## config.mk

```make
export PLATFORM = sky130hd
export DESIGN_NAME = ncpu_irq_top
export DESIGN_NICKNAME = d
export VERILOG_FILES = /design/src/ncpu_irq_pkg.sv /design/src/ncpu_prio_enc.sv /design/src/ncpu_flag_bank.sv /design/src/ncpu_irq_top.sv
export SDC_FILE = /design/constraint.sdc
export NUM_CORES = 1
export LEC_CHECK = 0
export ABC_CLOCK_PERIOD_IN_PS = 1700
export BUFFER_PORTS_ARGS = -buffer_cell sky130_fd_sc_hd__buf_4
export CAP_MARGIN = 30
export CORE_ASPECT_RATIO = 1.4
export CORE_UTILIZATION = 35
export CTS_BUF_LIST = sky130_fd_sc_hd__clkbuf_4
export DETAILED_ROUTE_END_ITERATION = 8
export PLACE_DENSITY = 0.68
export SLEW_MARGIN = 20
export SYNTH_ARGS = -nofsm -noshare
export SYNTH_HDL_FRONTEND = slang
export SYNTH_HIERARCHICAL = 1
export SYNTH_SLANG_ARGS = --single-unit
```

## constraint.sdc

```tcl
create_clock -name clk -period 1.7 [get_ports clk]
set_clock_uncertainty 0.15 [all_clocks]
set_input_delay 0.51 -clock clk [delete_from_list [all_inputs] [get_ports clk]]
set_output_delay 0.51 -clock clk [all_outputs]
set_load 0.005 [all_outputs]
```

## src/ncpu_irq_pkg.sv

```systemverilog
// Purpose: shared constants for the nibble cpu interrupt unit
// Assumes: 100 MHz clk, Avalon-MM slave with 32-bit wide register data
// Notes:   word offsets are byte addresses, one register per 32-bit word
package ncpu_irq_pkg;
  localparam int          NCPU_SRC_DEF   = 6;
  localparam int          NCPU_ADDR_W    = 6;
  localparam int          NCPU_VEC_W     = 12;
  localparam logic [5:0]  NCPU_OFS_FLAG0 = 6'h00;
  localparam logic [5:0]  NCPU_OFS_FLAG1 = 6'h04;
  localparam logic [5:0]  NCPU_OFS_MASK  = 6'h08;
  localparam logic [5:0]  NCPU_OFS_CTRL  = 6'h0c;
  localparam logic [5:0]  NCPU_OFS_STAT  = 6'h10;
  localparam logic [5:0]  NCPU_OFS_EN    = 6'h14;
  localparam logic [5:0]  NCPU_OFS_CLR   = 6'h18;
  localparam logic [5:0]  NCPU_OFS_INFO  = 6'h1c;
  localparam int          NCPU_IE_BIT    = 0;
  localparam int          NCPU_EV_ACCEPT = 0;
  localparam int          NCPU_EV_LOST   = 1;
  localparam int          NCPU_EV_W      = 2;
  localparam logic [11:0] NCPU_VEC_BASE  = 12'h102;
  localparam logic [11:0] NCPU_VEC_STEP  = 12'h002;
  localparam logic [31:0] NCPU_RST_WORD  = 32'h0000_0000;
  localparam int          NCPU_RD_WAIT   = 1;
  typedef enum logic [2:0] {
    NCPU_IDLE  = 3'b001,
    NCPU_TAKE  = 3'b010,
    NCPU_FETCH = 3'b100
  } ncpu_state_t;
endpackage

```

## src/ncpu_prio_enc.sv

```systemverilog
// Purpose: fixed priority encoder, source 0 highest
// Assumes: one-hot or many-hot request vector
// Notes:   registered output
module ncpu_prio_enc #(
  parameter int N = 6,
  parameter int W = 3
) (
  input  wire logic         clk,
  input  wire logic         rst_n,
  input  wire logic [N-1:0] req,
  output logic              any,
  output logic [W-1:0]      idx
);
  logic [W-1:0] next_idx;

  initial begin
    if (N < 1 || (1 << W) < N) $error("ncpu_prio_enc: bad width");
  end

  always_comb begin
    next_idx = '0;
    for (int i = N - 1; i >= 0; i--) begin
      if (req[i]) next_idx = W'(i);
    end
  end

  always_ff @(posedge clk or negedge rst_n) begin
    if (!rst_n) begin
      any <= 1'b0;
      idx <= '0;
    end else begin
      any <= |req;
      idx <= next_idx;
    end
  end
endmodule

```

## src/ncpu_flag_bank.sv

```systemverilog
// Purpose: interrupt factor flags with clear-on-read per register word
// Assumes: set events are one-cycle pulses from peripherals
// Notes:   set wins over the read-clear in the same cycle
module ncpu_flag_bank #(
  parameter int N = 6
) (
  input  wire logic         clk,
  input  wire logic         rst_n,
  input  wire logic [N-1:0] set_ev,
  input  wire logic [N-1:0] mask,
  input  wire logic [N-1:0] gated,
  input  wire logic [N-1:0] rd_clr,
  output logic [N-1:0]      flag
);
  genvar g;
  generate
    for (g = 0; g < N; g++) begin : g_flag
      wire allow = gated[g] ? mask[g] : 1'b1;
      always_ff @(posedge clk or negedge rst_n) begin
        if (!rst_n) flag[g] <= 1'b0;
        else if (set_ev[g] && allow) flag[g] <= 1'b1;
        else if (rd_clr[g]) flag[g] <= 1'b0;
      end
    end
  endgenerate
endmodule

```

## src/ncpu_irq_top.sv

```systemverilog
// Contract
// - flag sets on event regardless of mask
// - input port flags set only when unmasked
// - accepting interrupt clears enable flag
// - re-enabled handler can be interrupted again
// - pending masked-in flag re-fires after enable
// - reading flag word clears those flags
// - one access clears every flag there
// - highest priority pending source gets vector
// - late higher request may change vector
//
// Purpose: interrupt unit for a 4-bit cpu core with Avalon-MM registers
// Assumes: event inputs synchronous to clk; core acks vector with vec_ack
// Notes:   sources 0..3 in flag word 0, rest in flag word 1
module ncpu_irq_top
  import ncpu_irq_pkg::*;
#(
  parameter int N_SRC = ncpu_irq_pkg::NCPU_SRC_DEF,
  parameter logic [N_SRC-1:0] GATED_SRC = 6'h30
) (
  input  wire logic                               clk,
  input  wire logic                               rst_n,
  input  wire logic [ncpu_irq_pkg::NCPU_ADDR_W-1:0] avs_address,
  input  wire logic                               avs_read,
  input  wire logic                               avs_write,
  input  wire logic [31:0]                        avs_writedata,
  output logic [31:0]                             avs_readdata,
  output logic                                    avs_waitrequest,
  input  wire logic [N_SRC-1:0]                   src_event,
  input  wire logic                               vec_ack,
  output logic                                    cpu_irq_req,
  output logic [ncpu_irq_pkg::NCPU_VEC_W-1:0]     cpu_vector,
  output logic                                    interrupts_on_state,
  output logic                                    irq
);
  import ncpu_irq_pkg::*;

  localparam int IW = (N_SRC > 1) ? $clog2(N_SRC) : 1;

  initial begin
    if (N_SRC < 1 || N_SRC > 8) $error("ncpu_irq_top: N_SRC must be 1..8");
  end

  function automatic logic hit(input logic [NCPU_ADDR_W-1:0] a,
                               input logic [5:0] ofs);
    hit = (a == ofs);
  endfunction

  logic [N_SRC-1:0]     mask;
  logic                 ie;
  logic [N_SRC-1:0]     flag;
  logic [N_SRC-1:0]     rd_clr;
  logic [NCPU_EV_W-1:0] ev_stat;
  logic [NCPU_EV_W-1:0] ev_en;
  logic                 acc_pend;
  ncpu_state_t          state;
  logic                 enc_any;
  logic [IW-1:0]        enc_idx;

  wire [7:0] flag8 = 8'(flag);
  wire [7:0] mask8 = 8'(mask);

  // bus decode
  wire wr_mask  = avs_write && hit(avs_address, NCPU_OFS_MASK);
  wire wr_ctrl  = avs_write && hit(avs_address, NCPU_OFS_CTRL);
  wire wr_en    = avs_write && hit(avs_address, NCPU_OFS_EN);
  wire wr_clr   = avs_write && hit(avs_address, NCPU_OFS_CLR);
  wire acc_new  = (avs_read || avs_write) && !acc_pend;
  // capture and clear on one edge, so no event slips in between
  wire rd_take  = avs_read && !acc_pend;
  wire rd_f0    = rd_take && hit(avs_address, NCPU_OFS_FLAG0);
  wire rd_f1    = rd_take && hit(avs_address, NCPU_OFS_FLAG1);

  // whole word clears, as a bit test would
  wire [7:0] clr8 = {{4{rd_f1}}, {4{rd_f0}}};

  wire [31:0] rd_mux =
      hit(avs_address, NCPU_OFS_FLAG0) ? {28'h0, flag8[3:0]} :
      hit(avs_address, NCPU_OFS_FLAG1) ? {28'h0, flag8[7:4]} :
      hit(avs_address, NCPU_OFS_MASK)  ? {24'h0, mask8} :
      hit(avs_address, NCPU_OFS_CTRL)  ? {31'h0, ie} :
      hit(avs_address, NCPU_OFS_STAT)  ? {30'h0, ev_stat} :
      hit(avs_address, NCPU_OFS_EN)    ? {30'h0, ev_en} :
      hit(avs_address, NCPU_OFS_INFO)  ? {24'h0, 8'(N_SRC)} :
      NCPU_RST_WORD;

  assign rd_clr = (N_SRC'(clr8));

  ncpu_flag_bank #(.N(N_SRC)) u_flags (
    .clk    (clk),
    .rst_n  (rst_n),
    .set_ev (src_event),
    .mask   (mask),
    .gated  (GATED_SRC),
    .rd_clr (rd_clr),
    .flag   (flag)
  );

  wire [N_SRC-1:0] active = flag & mask & {N_SRC{ie}};

  ncpu_prio_enc #(.N(N_SRC), .W(IW)) u_enc (
    .clk   (clk),
    .rst_n (rst_n),
    .req   (active),
    .any   (enc_any),
    .idx   (enc_idx)
  );

  // accept when encoder still agrees the enable is on
  wire accept   = (state == NCPU_IDLE) && enc_any && ie;
  wire [11:0] vec_sel = NCPU_VEC_BASE + 12'(NCPU_VEC_STEP * 12'(enc_idx));
  wire lost_req = (state != NCPU_IDLE) && |active;

  // bus slave: every access answers after one wait cycle
  always_ff @(posedge clk or negedge rst_n) begin
    if (!rst_n) begin
      acc_pend        <= 1'b0;
      avs_waitrequest <= 1'b1;
      avs_readdata    <= '0;
    end else begin
      acc_pend        <= acc_new;
      avs_waitrequest <= !acc_new;
      if (rd_take) avs_readdata <= rd_mux;
    end
  end

  // writes complete only while waitrequest is low
  wire wr_ok = !avs_waitrequest;

  always_ff @(posedge clk or negedge rst_n) begin
    if (!rst_n) begin
      mask <= '0;
      ie   <= 1'b0;
    end else begin
      if (wr_mask && wr_ok) mask <= avs_writedata[N_SRC-1:0];
      if (accept) ie <= 1'b0;
      else if (wr_ctrl && wr_ok) ie <= avs_writedata[NCPU_IE_BIT];
    end
  end

  // vector hand-off; a late higher source only alters the vector before fetch
  always_ff @(posedge clk or negedge rst_n) begin
    if (!rst_n) begin
      state       <= NCPU_IDLE;
      cpu_irq_req <= 1'b0;
      cpu_vector  <= '0;
    end else begin
      case (state)
        NCPU_IDLE: begin
          if (accept) begin
            state       <= NCPU_TAKE;
            cpu_irq_req <= 1'b1;
            cpu_vector  <= vec_sel;
          end
        end
        NCPU_TAKE: begin
          if (enc_any && !vec_ack) cpu_vector <= vec_sel;
          if (vec_ack) begin
            state       <= NCPU_FETCH;
            cpu_irq_req <= 1'b0;
          end
        end
        NCPU_FETCH: begin
          state <= NCPU_IDLE;
        end
        default: begin
          state       <= NCPU_IDLE;
          cpu_irq_req <= 1'b0;
        end
      endcase
    end
  end

  // event status, enable and write-one-to-clear; set wins
  wire [NCPU_EV_W-1:0] ev_set = {lost_req, accept};
  wire [NCPU_EV_W-1:0] ev_clr = (wr_clr && wr_ok) ? avs_writedata[NCPU_EV_W-1:0] : '0;

  always_ff @(posedge clk or negedge rst_n) begin
    if (!rst_n) begin
      ev_stat <= '0;
      ev_en   <= '0;
      irq     <= 1'b0;
    end else begin
      ev_stat <= ev_set | (ev_stat & ~ev_clr);
      if (wr_en && wr_ok) ev_en <= avs_writedata[NCPU_EV_W-1:0];
      irq     <= |(ev_stat & ev_en);
    end
  end

  always_ff @(posedge clk or negedge rst_n) begin
    if (!rst_n) interrupts_on_state <= 1'b0;
    else interrupts_on_state <= ie;
  end
endmodule

```

# After elaboration in Yosys (flattened, before gate mapping)
# Index checks and enable logic that the tools add are counted.
dict set report totals {
  reg_bits 73
  in_bits 49
  out_inout_bits 48
  word_cells 112
}
dict set report classes {
  addsub 1
  eq_ne 14
  muxes 33
  bitwise 7
  n_reduce_logical 37
}
# cell count
set ops {}
lappend ops {{$mux W3} 12}
lappend ops {{$eq A6 B5 Y1 const B} 4}
lappend ops {{$mux W12} 2}
lappend ops {{$pmux W12 S2} 1}
lappend ops {{$logic_and A1 B1 Y1} 18}
lappend ops {{$mux W6} 3}
lappend ops {{$reduce_bool A2 Y1} 8}
lappend ops {{$and A6 B6 Y6} 2}
lappend ops {{$eq A6 B4 Y1 const B} 2}
lappend ops {{$mux W1} 12}
lappend ops {{$add A9 B4 Y10 const A} 1}
lappend ops {{$eq A6 B3 Y1 const B} 1}
lappend ops {{$logic_not A6 Y1} 1}
lappend ops {{$ne A2 B2 Y1 const B} 3}
lappend ops {{$pmux W3 S2} 1}
lappend ops {{$reduce_and A3 Y1} 2}
lappend ops {{$reduce_or A6 Y1} 1}
lappend ops {{$and A2 B2 Y2} 2}
lappend ops {{$logic_not A1 Y1} 4}
lappend ops {{$eq A3 B1 Y1 const B} 1}
lappend ops {{$eq A3 B2 Y1 const B} 1}
lappend ops {{$eq A3 B3 Y1 const B} 1}
lappend ops {{$ne A3 B1 Y1 const B} 1}
lappend ops {{$pmux W1 S3} 1}
lappend ops {{7 further kinds} 7}

# Logic depth before layout (Yosys ltp)
# Gate-level depths: netlist of run 1.
dict set report logic_depth {
  depth_word 8
  depth_mapped 6
  depth_no_buf 5
}

# Modules after synthesis
# The synthesis of run 1 kept the hierarchy.
# mod instances cells_each area_each_um2 seq_area_each_um2
set modules_own_cells {}
lappend modules_own_cells {ncpu_irq_top 1 172 1755.4 753.2}
lappend modules_own_cells {ncpu_flag_bank 1 24 262.8 150.1}
lappend modules_own_cells {ncpu_prio_enc 1 14 152.6 100.1}

# Least setup slack after synthesis of run 1
# Ideal clock, no wire load.
dict set report synth_path {
  path_type {input-to-reg}
  from {input avs_address[1] (netlist name)}
  to {register u_flags.flag[1]}
  setup_ps 121
  arrival_ps 1575
  required_time_ps 1429
  setup_slack_ps -146
  stages 4
  n_path_buf 0
  cell_sequence {or4_4 -> nor4_4 -> inv_1 -> a22o_1}
}
dict set report synth_between {
  elab_chain_len 3
}
# element line_no
set synth_lines {}
lappend synth_lines {{from (decl)} ncpu_irq_top.sv:23} ;# input wire logic [ncpu_irq_pkg::NCPU_ADDR_W-1:0] avs_address,
lappend synth_lines {{$logic_not A6 Y1} ncpu_irq_top.sv:46} ;# hit = (a == ofs);
lappend synth_lines {{$logic_and A1 B1 Y1} ncpu_irq_top.sv:71} ;# wire rd_f0 = rd_take && hit(avs_address, NCPU_OFS_FLAG0);
lappend synth_lines {{via rd_f0} ncpu_irq_top.sv:71}
lappend synth_lines {{$reduce_bool A2 Y1 (no line)} --}
lappend synth_lines {{to (signal, indexed assignment)} ncpu_flag_bank.sv:20} ;# if (!rst_n) flag[g] <= 1'b0;
lappend synth_lines {{to (signal, indexed assignment)} ncpu_flag_bank.sv:21} ;# else if (set_ev[g] && allow) flag[g] <= 1'b1;
lappend synth_lines {{to (signal, indexed assignment)} ncpu_flag_bank.sv:22} ;# else if (rd_clr[g]) flag[g] <= 1'b0;
lappend synth_lines {{to (decl)} ncpu_flag_bank.sv:13} ;# output logic [N-1:0] flag
# The timed path passes the listed nets, and every way through them passes these cells.
# A chain may end at the register's enable or synchronous reset.

# Worst setup path after layout of run 1
dict set report layout_path {
  from {register ie}
  to {register u_enc.any}
}
dict set report layout_between {
  elab_chain_len 2
}
# element line_no
set layout_lines {}
lappend layout_lines {{from (decl)} ncpu_irq_top.sv:50} ;# logic ie;
lappend layout_lines {{from (signal assigned)} ncpu_irq_top.sv:137} ;# else if (wr_ctrl && wr_ok) ie <= avs_writedata[NCPU_IE_BIT];
lappend layout_lines {{$and A6 B6 Y6} ncpu_irq_top.sv:99} ;# wire [N_SRC-1:0] active = flag & mask & {N_SRC{ie}};
lappend layout_lines {{via active[1]} ncpu_irq_top.sv:99}
lappend layout_lines {{$reduce_or A6 Y1} ncpu_prio_enc.sv:32} ;# any <= |req;
lappend layout_lines {{to (signal assigned)} ncpu_prio_enc.sv:32}
lappend layout_lines {{to (decl)} ncpu_prio_enc.sv:11} ;# output logic any,
# The timed path passes the listed nets, and every way through them passes these cells.

==> results of run 1 <==
==> synthesized netlist by cell type (2+ instances only) <==
| master | instances |
|---|---|
| a22oi_1 | 4 |
| o21ai_0 | 5 |
| inv_1 | 9 |
| clkbuf_1 | 2 |
| buf_4 | 35 |
| dfstp_2 | 2 |
| a21o_1 | 2 |
| nor2b_1 | 4 |
| and3_1 | 7 |
| a21oi_1 | 3 |
| buf_2 | 2 |
| nand3_1 | 5 |
| or2_2 | 2 |
| nor3b_1 | 2 |
| nand2b_1 | 12 |
| dfrtp_1 | 38 |
| a32oi_1 | 2 |
| a22o_1 | 9 |
| mux2_2 | 11 |
| or3_1 | 2 |
| conb_1 | 2 |
| nand2_1 | 14 |
| nor2_1 | 12 |
| mux2i_1 | 2 |
==> through the flow <==
| step | power, mW | TNS (ps) | utilization, % | hold WS, ps | instances |
|---|---|---|---|---|---|
| after floorplan | 1.24 | -736 | - | 64.4 | 247 |
| after global placement | 1.34 | -4940 | 44.8 | 301 | 348 |
| after detailed placement | 1.35 | -5280 | 44.8 | 309 | 348 |
| after CTS | 1.84 | -57.8 | 46.1 | 196 | 357 |
| after global routing | 1.92 | -99.8 | 46.3 | 198 | 357 |
| final | 1.81 | -54.9 | 46.3 | 203 | 357 |
==> timing repair <==
action | in CTS | in global routing
pin swaps | 0 | 0
hold buffers | 1 | 0
resized for setup | 3 | 2
endpoints found under the setup margin | 1 | 9
hold endpoints to repair | 38 | 0
==> area by class of cell <==
| cell class | instances | share of cell area (%) |
|---|---|---|
| multi-input cells | 159 | 37.0 |
| flip-flops and latches | 40 | 36.8 |
| clock buffers | 6 | 1.65 |
| well taps | 70 | 3.21 |
| repair buffers | 71 | 19.7 |
| inverters | 9 | 1.24 |
| clock inverters | 2 | 0.412 |
==> state kept, by name (all words and copies together) (netlist names), 2 cells and up <==
register and count:
avs_readdata 6, ev_en 2, mask 6, cpu_vector 5, u_flags/flag 6, u_enc/idx 3
state 3, ev_stat 2
==> per-layer routing <==
metal  share of wire (%)  vias up  global-route usage (%)  wire (um)
li1                    -      815                       -          -
met1                  41      776                    16.4       1760
met2                  53       53                    27.2       2280
met3                 5.4        6                    3.95        235
met4                 1.5        0                    5.21         65
met5                   0        -                       0          0
==> cells by family (layout without fill, tap and decap cells) <==
| kind of cell | count (synthesis) | after routing | share of synthesized area [%] |
|---|---|---|---|
| buf+inv | 48 | 88 | 14.5 |
| other cells | 2 | 39 | 0.346 |
| flops | 40 | 40 | 46.2 |
| mux | 13 | 13 | 6.63 |
| compound gates | 34 | 34 | 12.0 |
| fa+ha+maj | 1 | 1 | 0.576 |
| xor+xnor | 1 | 1 | 0.404 |
| simple gates | 71 | 71 | 19.3 |
==> critical path, delay by kind of cell, from the launching register on <==
| kind | cells | cell delay [ps] |
|---|---|---|
| and+or+nand+nor | 3 | 1020 |
| DFF | 1 | 480 |
==> where the power goes <==
group / switching (mW) / total (mW) / leakage [nW] / internal, mW
clock network: 0.305 / 0.479 / 0.0293 / 0.173
registers: 0.0352 / 1.04 / 0.513 / 1.00
logic: 0.139 / 0.298 / 0.849 / 0.159
total: 0.479 / 1.81 / 1.39 / 1.33
==> worst paths after layout <==
check / end / startpoint / slack [ps] / depth (start not counted)
min reg2reg: avs_waitrequest$_DFF_PN1_ / acc_pend$_DFF_PN0_ / 330 / 1
max reg2reg: u_enc/any$_DFF_PN0_ / ie$_DFFE_PN0P_ / -50 / 3
min: u_flags/flag[4]$_DFFE_PN0P_ / src_event[4] / 200 / 2
min in group asynchronous: mask[2]$_DFFE_PN0P_ / rst_n / 500 / 2
max in group asynchronous: avs_waitrequest$_DFF_PN1_ / rst_n / 520 / 2
max: u_enc/any$_DFF_PN0_ / ie$_DFFE_PN0P_ / -50 / 3
==> results.md, run 1 <==
- Outcome: finished with violations
- Failing checks: setup timing
- Syn avg cell area: 10.3 um2
- Post-synthesis cell count: 210
- Sequential area share after synthesis: 46.2%
- Drt wl/cell: 12.1 um
- Starting density of the core: 36.8%
- Vias in the first global route: 1607
- Row cnt: 33
- Fmax: 0.570 GHz
- Tot GR Track Use: 15.1%
- Die Y: 95.2 um
- DRC: 0
- FF/Latch Area: 0.00100 mm2
- Worst EP required: 1790 ps
- Final wirelength: 4340 um
- Tmin final: 1750 ps
- P&R area growth vs syn: 25.8%
- Root Buffer Master: clkbuf_4
- Die width: 68.6 um
- Final instance area: 0.00273 mm2
- First-pass GRT wire length: 7200 um
- PwrDens: 663 mW/mm2
- Setup WS post-layout: -54.9 ps
- Synth top area cells: dfrtp_1 44%, buf_4 12%, mux2_2 5.7%
- Ys Warns: 6
- Final Hold Fails: 0
- Async set-reset flop share out of synthesis: 100%
- TritonCTS clock tree: yes
- Initial antenna violation count: 0
- Fillers: 597
- H-tree Lvls: 2
- Post-CTS Setup Inserts: 0
- MaxCap Viol Count: 0
- Multi-input logic area: 0.00101 mm2
- Critical path endpoint category: flop
- Area of the mapped netlist: 0.00217 mm2
- Fraction of layout cells with a size suffix above 1: 35.9%
- Top Ports: 97
- Worst skew pair latency: 360 ps
- # diodes: 0
- Crit path cell chain: and3_4 > or4_4 > or3_1
- RSZ-0062 raised after global routing: yes
- P_leak: 1.39 nW
- Nets@finish: 336
- Vias: 1650
- VDD IR max: 0.288 mV
- DP Area: 0.00265 mm2
- Vias per cell: 4.62
- Synth Flop Type: dfrtp_1
- Worst Setup Start Kind: flop
- CTS clk-pin slew, worst paths: 130 ps
- Top-area cell type share of the netlist area: 43.8%
- # clock sinks: 40
- Core footprint: 0.00590 mm2
- Distinct cells, synth: 46
- Iter 0 DRT Violations: 71
- Pin count of the biggest net entering global routing: 41
- GRT overflow: 0
- CP max stage cell: or4_4
- Worst stage delay on the critical path: 530 ps
- Part of the cycle the worst path needs: 103%
- Dpl ws: -325 ps
- CTS Buf Count: 5
- Final setup fails: 1
- DP HPWL: 3400 um
- Clock Path Buffers: 2
- Die ar.: 0.00653 mm2
- TritonRoute pass-1 iters: 5
- Number of synthesized flops with an enable pin: 0
- Port-buffer cells: 37
- Seq cells post-synth: 40
- Routed Antenna Nets: 0
- Critical Path Fanout Max: 8
- Most common cell after layout, fill and taps aside: buf_4
- Type of the worst setup path: reg -> reg
- Final Max Slew Viols: 0
- Worst Hold Class: in -> reg
- Area leader, netlist: dfrtp_1
- Crit path arrival time: 1840 ps
- Gpl congestion: 0.896
- Most frequent cells in the layout: 69 x buf_4, 39 x conb_1, 37 x dfrtp_1, 14 x nand2_1, 12 x nand2b_1
Power figures use the tool's default switching activity.
==> run 2, diff against run 1 <==
--- a/config.mk
+++ b/config.mk
@@ -9,6 +9,7 @@
 export BUFFER_PORTS_ARGS = -buffer_cell sky130_fd_sc_hd__buf_4
 export CAP_MARGIN = 30
 export CORE_ASPECT_RATIO = 1.4
+export CORE_MARGIN = 2
 export CORE_UTILIZATION = 35
 export CTS_BUF_LIST = sky130_fd_sc_hd__clkbuf_4
 export DETAILED_ROUTE_END_ITERATION = 8
==> results.md, run 2 (synthesis results as in run 1) <==
- Row cnt: 33 (unchanged)
- Logic pwr share: 15.4% (was 16.5%)
- CTS Buf Count: 5 (unchanged)
- Starting density of the core: 36.5% (was 36.8%)
- Pin count of the biggest net entering global routing: 41 (unchanged)
- Routed Antenna Nets: 0 (unchanged)
- Pwr Total: 1.95 mW (was 1.81 mW)
- Core footprint: 0.00595 mm2 (was 0.00590 mm2)
- Multi-input logic area: 0.00101 mm2 (about the same)
- Die ar.: 0.00686 mm2 (was 0.00653 mm2)
- Worst Setup Start Kind: flop (unchanged)
- VDD IR max: 0.270 mV (was 0.288 mV)
- CTS clk-pin slew, worst paths: 130 ps (about the same)
- MaxCap Viol Count: 0 (unchanged)
- Die Y: 97.2 um (was 95.2 um)
- FF/Latch Area: 0.00100 mm2 (unchanged)
- # clock sinks: 40 (unchanged)
- Top Ports: 97 (unchanged)
- Outcome: finished with violations (unchanged)
- Setup WS post-layout: -68.1 ps (was -54.9 ps)
- P&R area growth vs syn: 25.9% (was 25.8%)
- Crit path arrival time: 1850 ps (was 1840 ps)
- Post-CTS Setup Inserts: 0 (unchanged)
- Fraction of layout cells with a size suffix above 1: 35.1% (was 35.9%)
- Die width: 70.6 um (was 68.6 um)
- Largest regs: avs_readdata (6), mask (6), u_flags/flag (6) (unchanged)
- Most common cell after layout, fill and taps aside: buf_4 (unchanged)
- P_leak: 1.39 nW (about the same)
- Final wirelength: 4580 um (was 4340 um)
- Worst EP required: 1780 ps (was 1790 ps)
- TritonRoute pass-1 iters: 6 (was 5)
- Vias in the first global route: 1685 (was 1607)
- Hold Slack: 202 ps (was 203 ps)
- Tmin final: 1770 ps (was 1750 ps)
- H-tree Lvls: 2 (unchanged)
- Fmax: 0.566 GHz (was 0.570 GHz)
- Nets@finish: 334 (was 336)
- Worst skew pair latency: 360 ps (about the same)
- Gpl congestion: 0.834 (was 0.896)
- DRC: 0 (unchanged)
- Worst stage delay on the critical path: 530 ps (about the same)
- PwrDens: 714 mW/mm2 (was 663 mW/mm2)
- # diodes: 0 (unchanged)
- Fillers: 603 (was 597)
- Clock Path Buffers: 2 (unchanged)
- Net Sw Frac: 25.2% (was 26.5%)
- Root Buffer Master: clkbuf_4 (unchanged)
- Part of the power in registers: 53.1% (was 57.1%)
- Vias: 1675 (was 1650)
- Part of the cycle the worst path needs: 104% (was 103%)
- Worst Hold Class: in -> reg (unchanged)
- Final Hold Fails: 0 (unchanged)
- GRT overflow: 0 (unchanged)
- Port-buffer cells: 37 (unchanged)
- Initial antenna violation count: 0 (unchanged)
- Drt wl/cell: 12.9 um (was 12.1 um)
- Type of the worst setup path: reg -> reg (unchanged)
- Tot GR Track Use: 13.9% (was 15.1%)
- Power Internal: 1.46 mW (was 1.33 mW)
- Final Max Slew Viols: 0 (unchanged)
- Iter 0 DRT Violations: 85 (was 71)
- Critical Path Fanout Max: 7 (was 8)
- Slew @ Worst Pin: 501 ps
- CP max stage cell: or4_4 (unchanged)
- Final setup fails: 1 (unchanged)
- Worst slew margin relative to its limit: 66.6%
- First-pass GRT wire length: 7630 um (was 7200 um)
- Crit path cell chain: and3_4 > or4_4 > or3_1 (unchanged)
- DP HPWL: 3520 um (was 3400 um)
- Failing checks: setup timing (unchanged)
- Vias per cell: 4.72 (was 4.62)
- Clock power frac: 31.5% (was 26.4%)
- Switching power: 0.492 mW (was 0.479 mW)
- Critical path endpoint category: flop (unchanged)
- RSZ-0062 raised after global routing: yes (unchanged)
- Most frequent cells in the layout: 67 x buf_4, 39 x conb_1, 37 x dfrtp_1, 14 x nand2_1, 12 x nand2b_1 (was 69 x buf_4, 39 x conb_1, 37 x dfrtp_1, 14 x nand2_1, 12 x nand2b_1)
- TritonCTS clock tree: yes (unchanged)
[run 2: cell count changes in the layout (fill, tap and decap cells not counted)]
cell,change
clkbuf_4,-1
nor4b_1,+1
nor4b_2,-1
bufinv_16,+1
buf_4,-2
and3_4,+1
clkinvlp_4,-1
and3_1,-1
clkinv_1,+1
[run 2: stage by stage]
stage	instance area (um2)	worst slack [ps]	cells	setup TNS, ps	util (%)
after global placement	2630	-319	346	-4790	44.2
final	2730	-68.1	355	-68.1	46.0
after CTS	2730	-74.2	355	-74.2	45.8
after floorplan	2320	-146	247	-736	-
after detailed placement	2630	-325	346	-4660	44.2
after global routing	2730	-90.0	355	-94.1	46.0
[run 2: path summary, 6_finish.rpt]
| path | from | endpoint | slack (ps) | depth (start not counted) |
|---|---|---|---|---|
| max | ie$_DFFE_PN0P_ | u_enc/any$_DFF_PN0_ | -70 | 3 |
| min | src_event[2] | u_flags/flag[2]$_DFFE_PN0P_ | 200 | 2 |
| max reg2reg | ie$_DFFE_PN0P_ | u_enc/any$_DFF_PN0_ | -70 | 3 |
| min reg2reg | cpu_vector[3]$_DFFE_PN0P_ | cpu_vector[3]$_DFFE_PN0P_ | 340 | 2 |
| max in group asynchronous | rst_n | ie$_DFFE_PN0P_ | 530 | 2 |
| min in group asynchronous | rst_n | ev_en[1]$_DFFE_PN0P_ | 500 | 2 |
[run 2: layer usage]
metal  wire, um  GRT usage (%)  up-vias
met5          0              0        -
met4        130           7.26        0
met3        244           2.90       15
met2       2420           24.5       58
met1       1790           15.5      794
li1           -              -      808
[run 2: power by group through the flow]
stage | Sequential [mW] | Combinational, mW | Clock, mW
6_report | 1.04 | 0.300 | 0.615
5_1_grt | 1.04 | 0.336 | 0.661
4_1_cts | 1.04 | 0.300 | 0.627
3_5_place_dp | 1.05 | 0.296 | 0
3_3_place_gp | 1.05 | 0.291 | 0
2_1_floorplan | 1.05 | 0.195 | 0
[run 2: cell type report]
cell class / count / area share [%]
Clock buffer: 5 / 1.37
Clock inverter: 3 / 1.37
Inverter: 9 / 1.24
Multi-Input combinational cell: 159 / 36.9
Sequential cell: 40 / 36.8
Tap cell: 70 / 3.20
Timing Repair Buffer: 69 / 19.2
[run 2: worst max-delay path, delay by kind of cell (launching register included)]
kind | cells | cell delay (ps)
DFF | 1 | 480
and+or+nand+nor | 3 | 1020
[run 2: what timing repair did]
item	CTS	global route
setup endpoints to repair	1	3
endpoints found under the hold margin	38	0
gates cloned	0	0
gates resized for setup	3	2
hold buffers	1	0
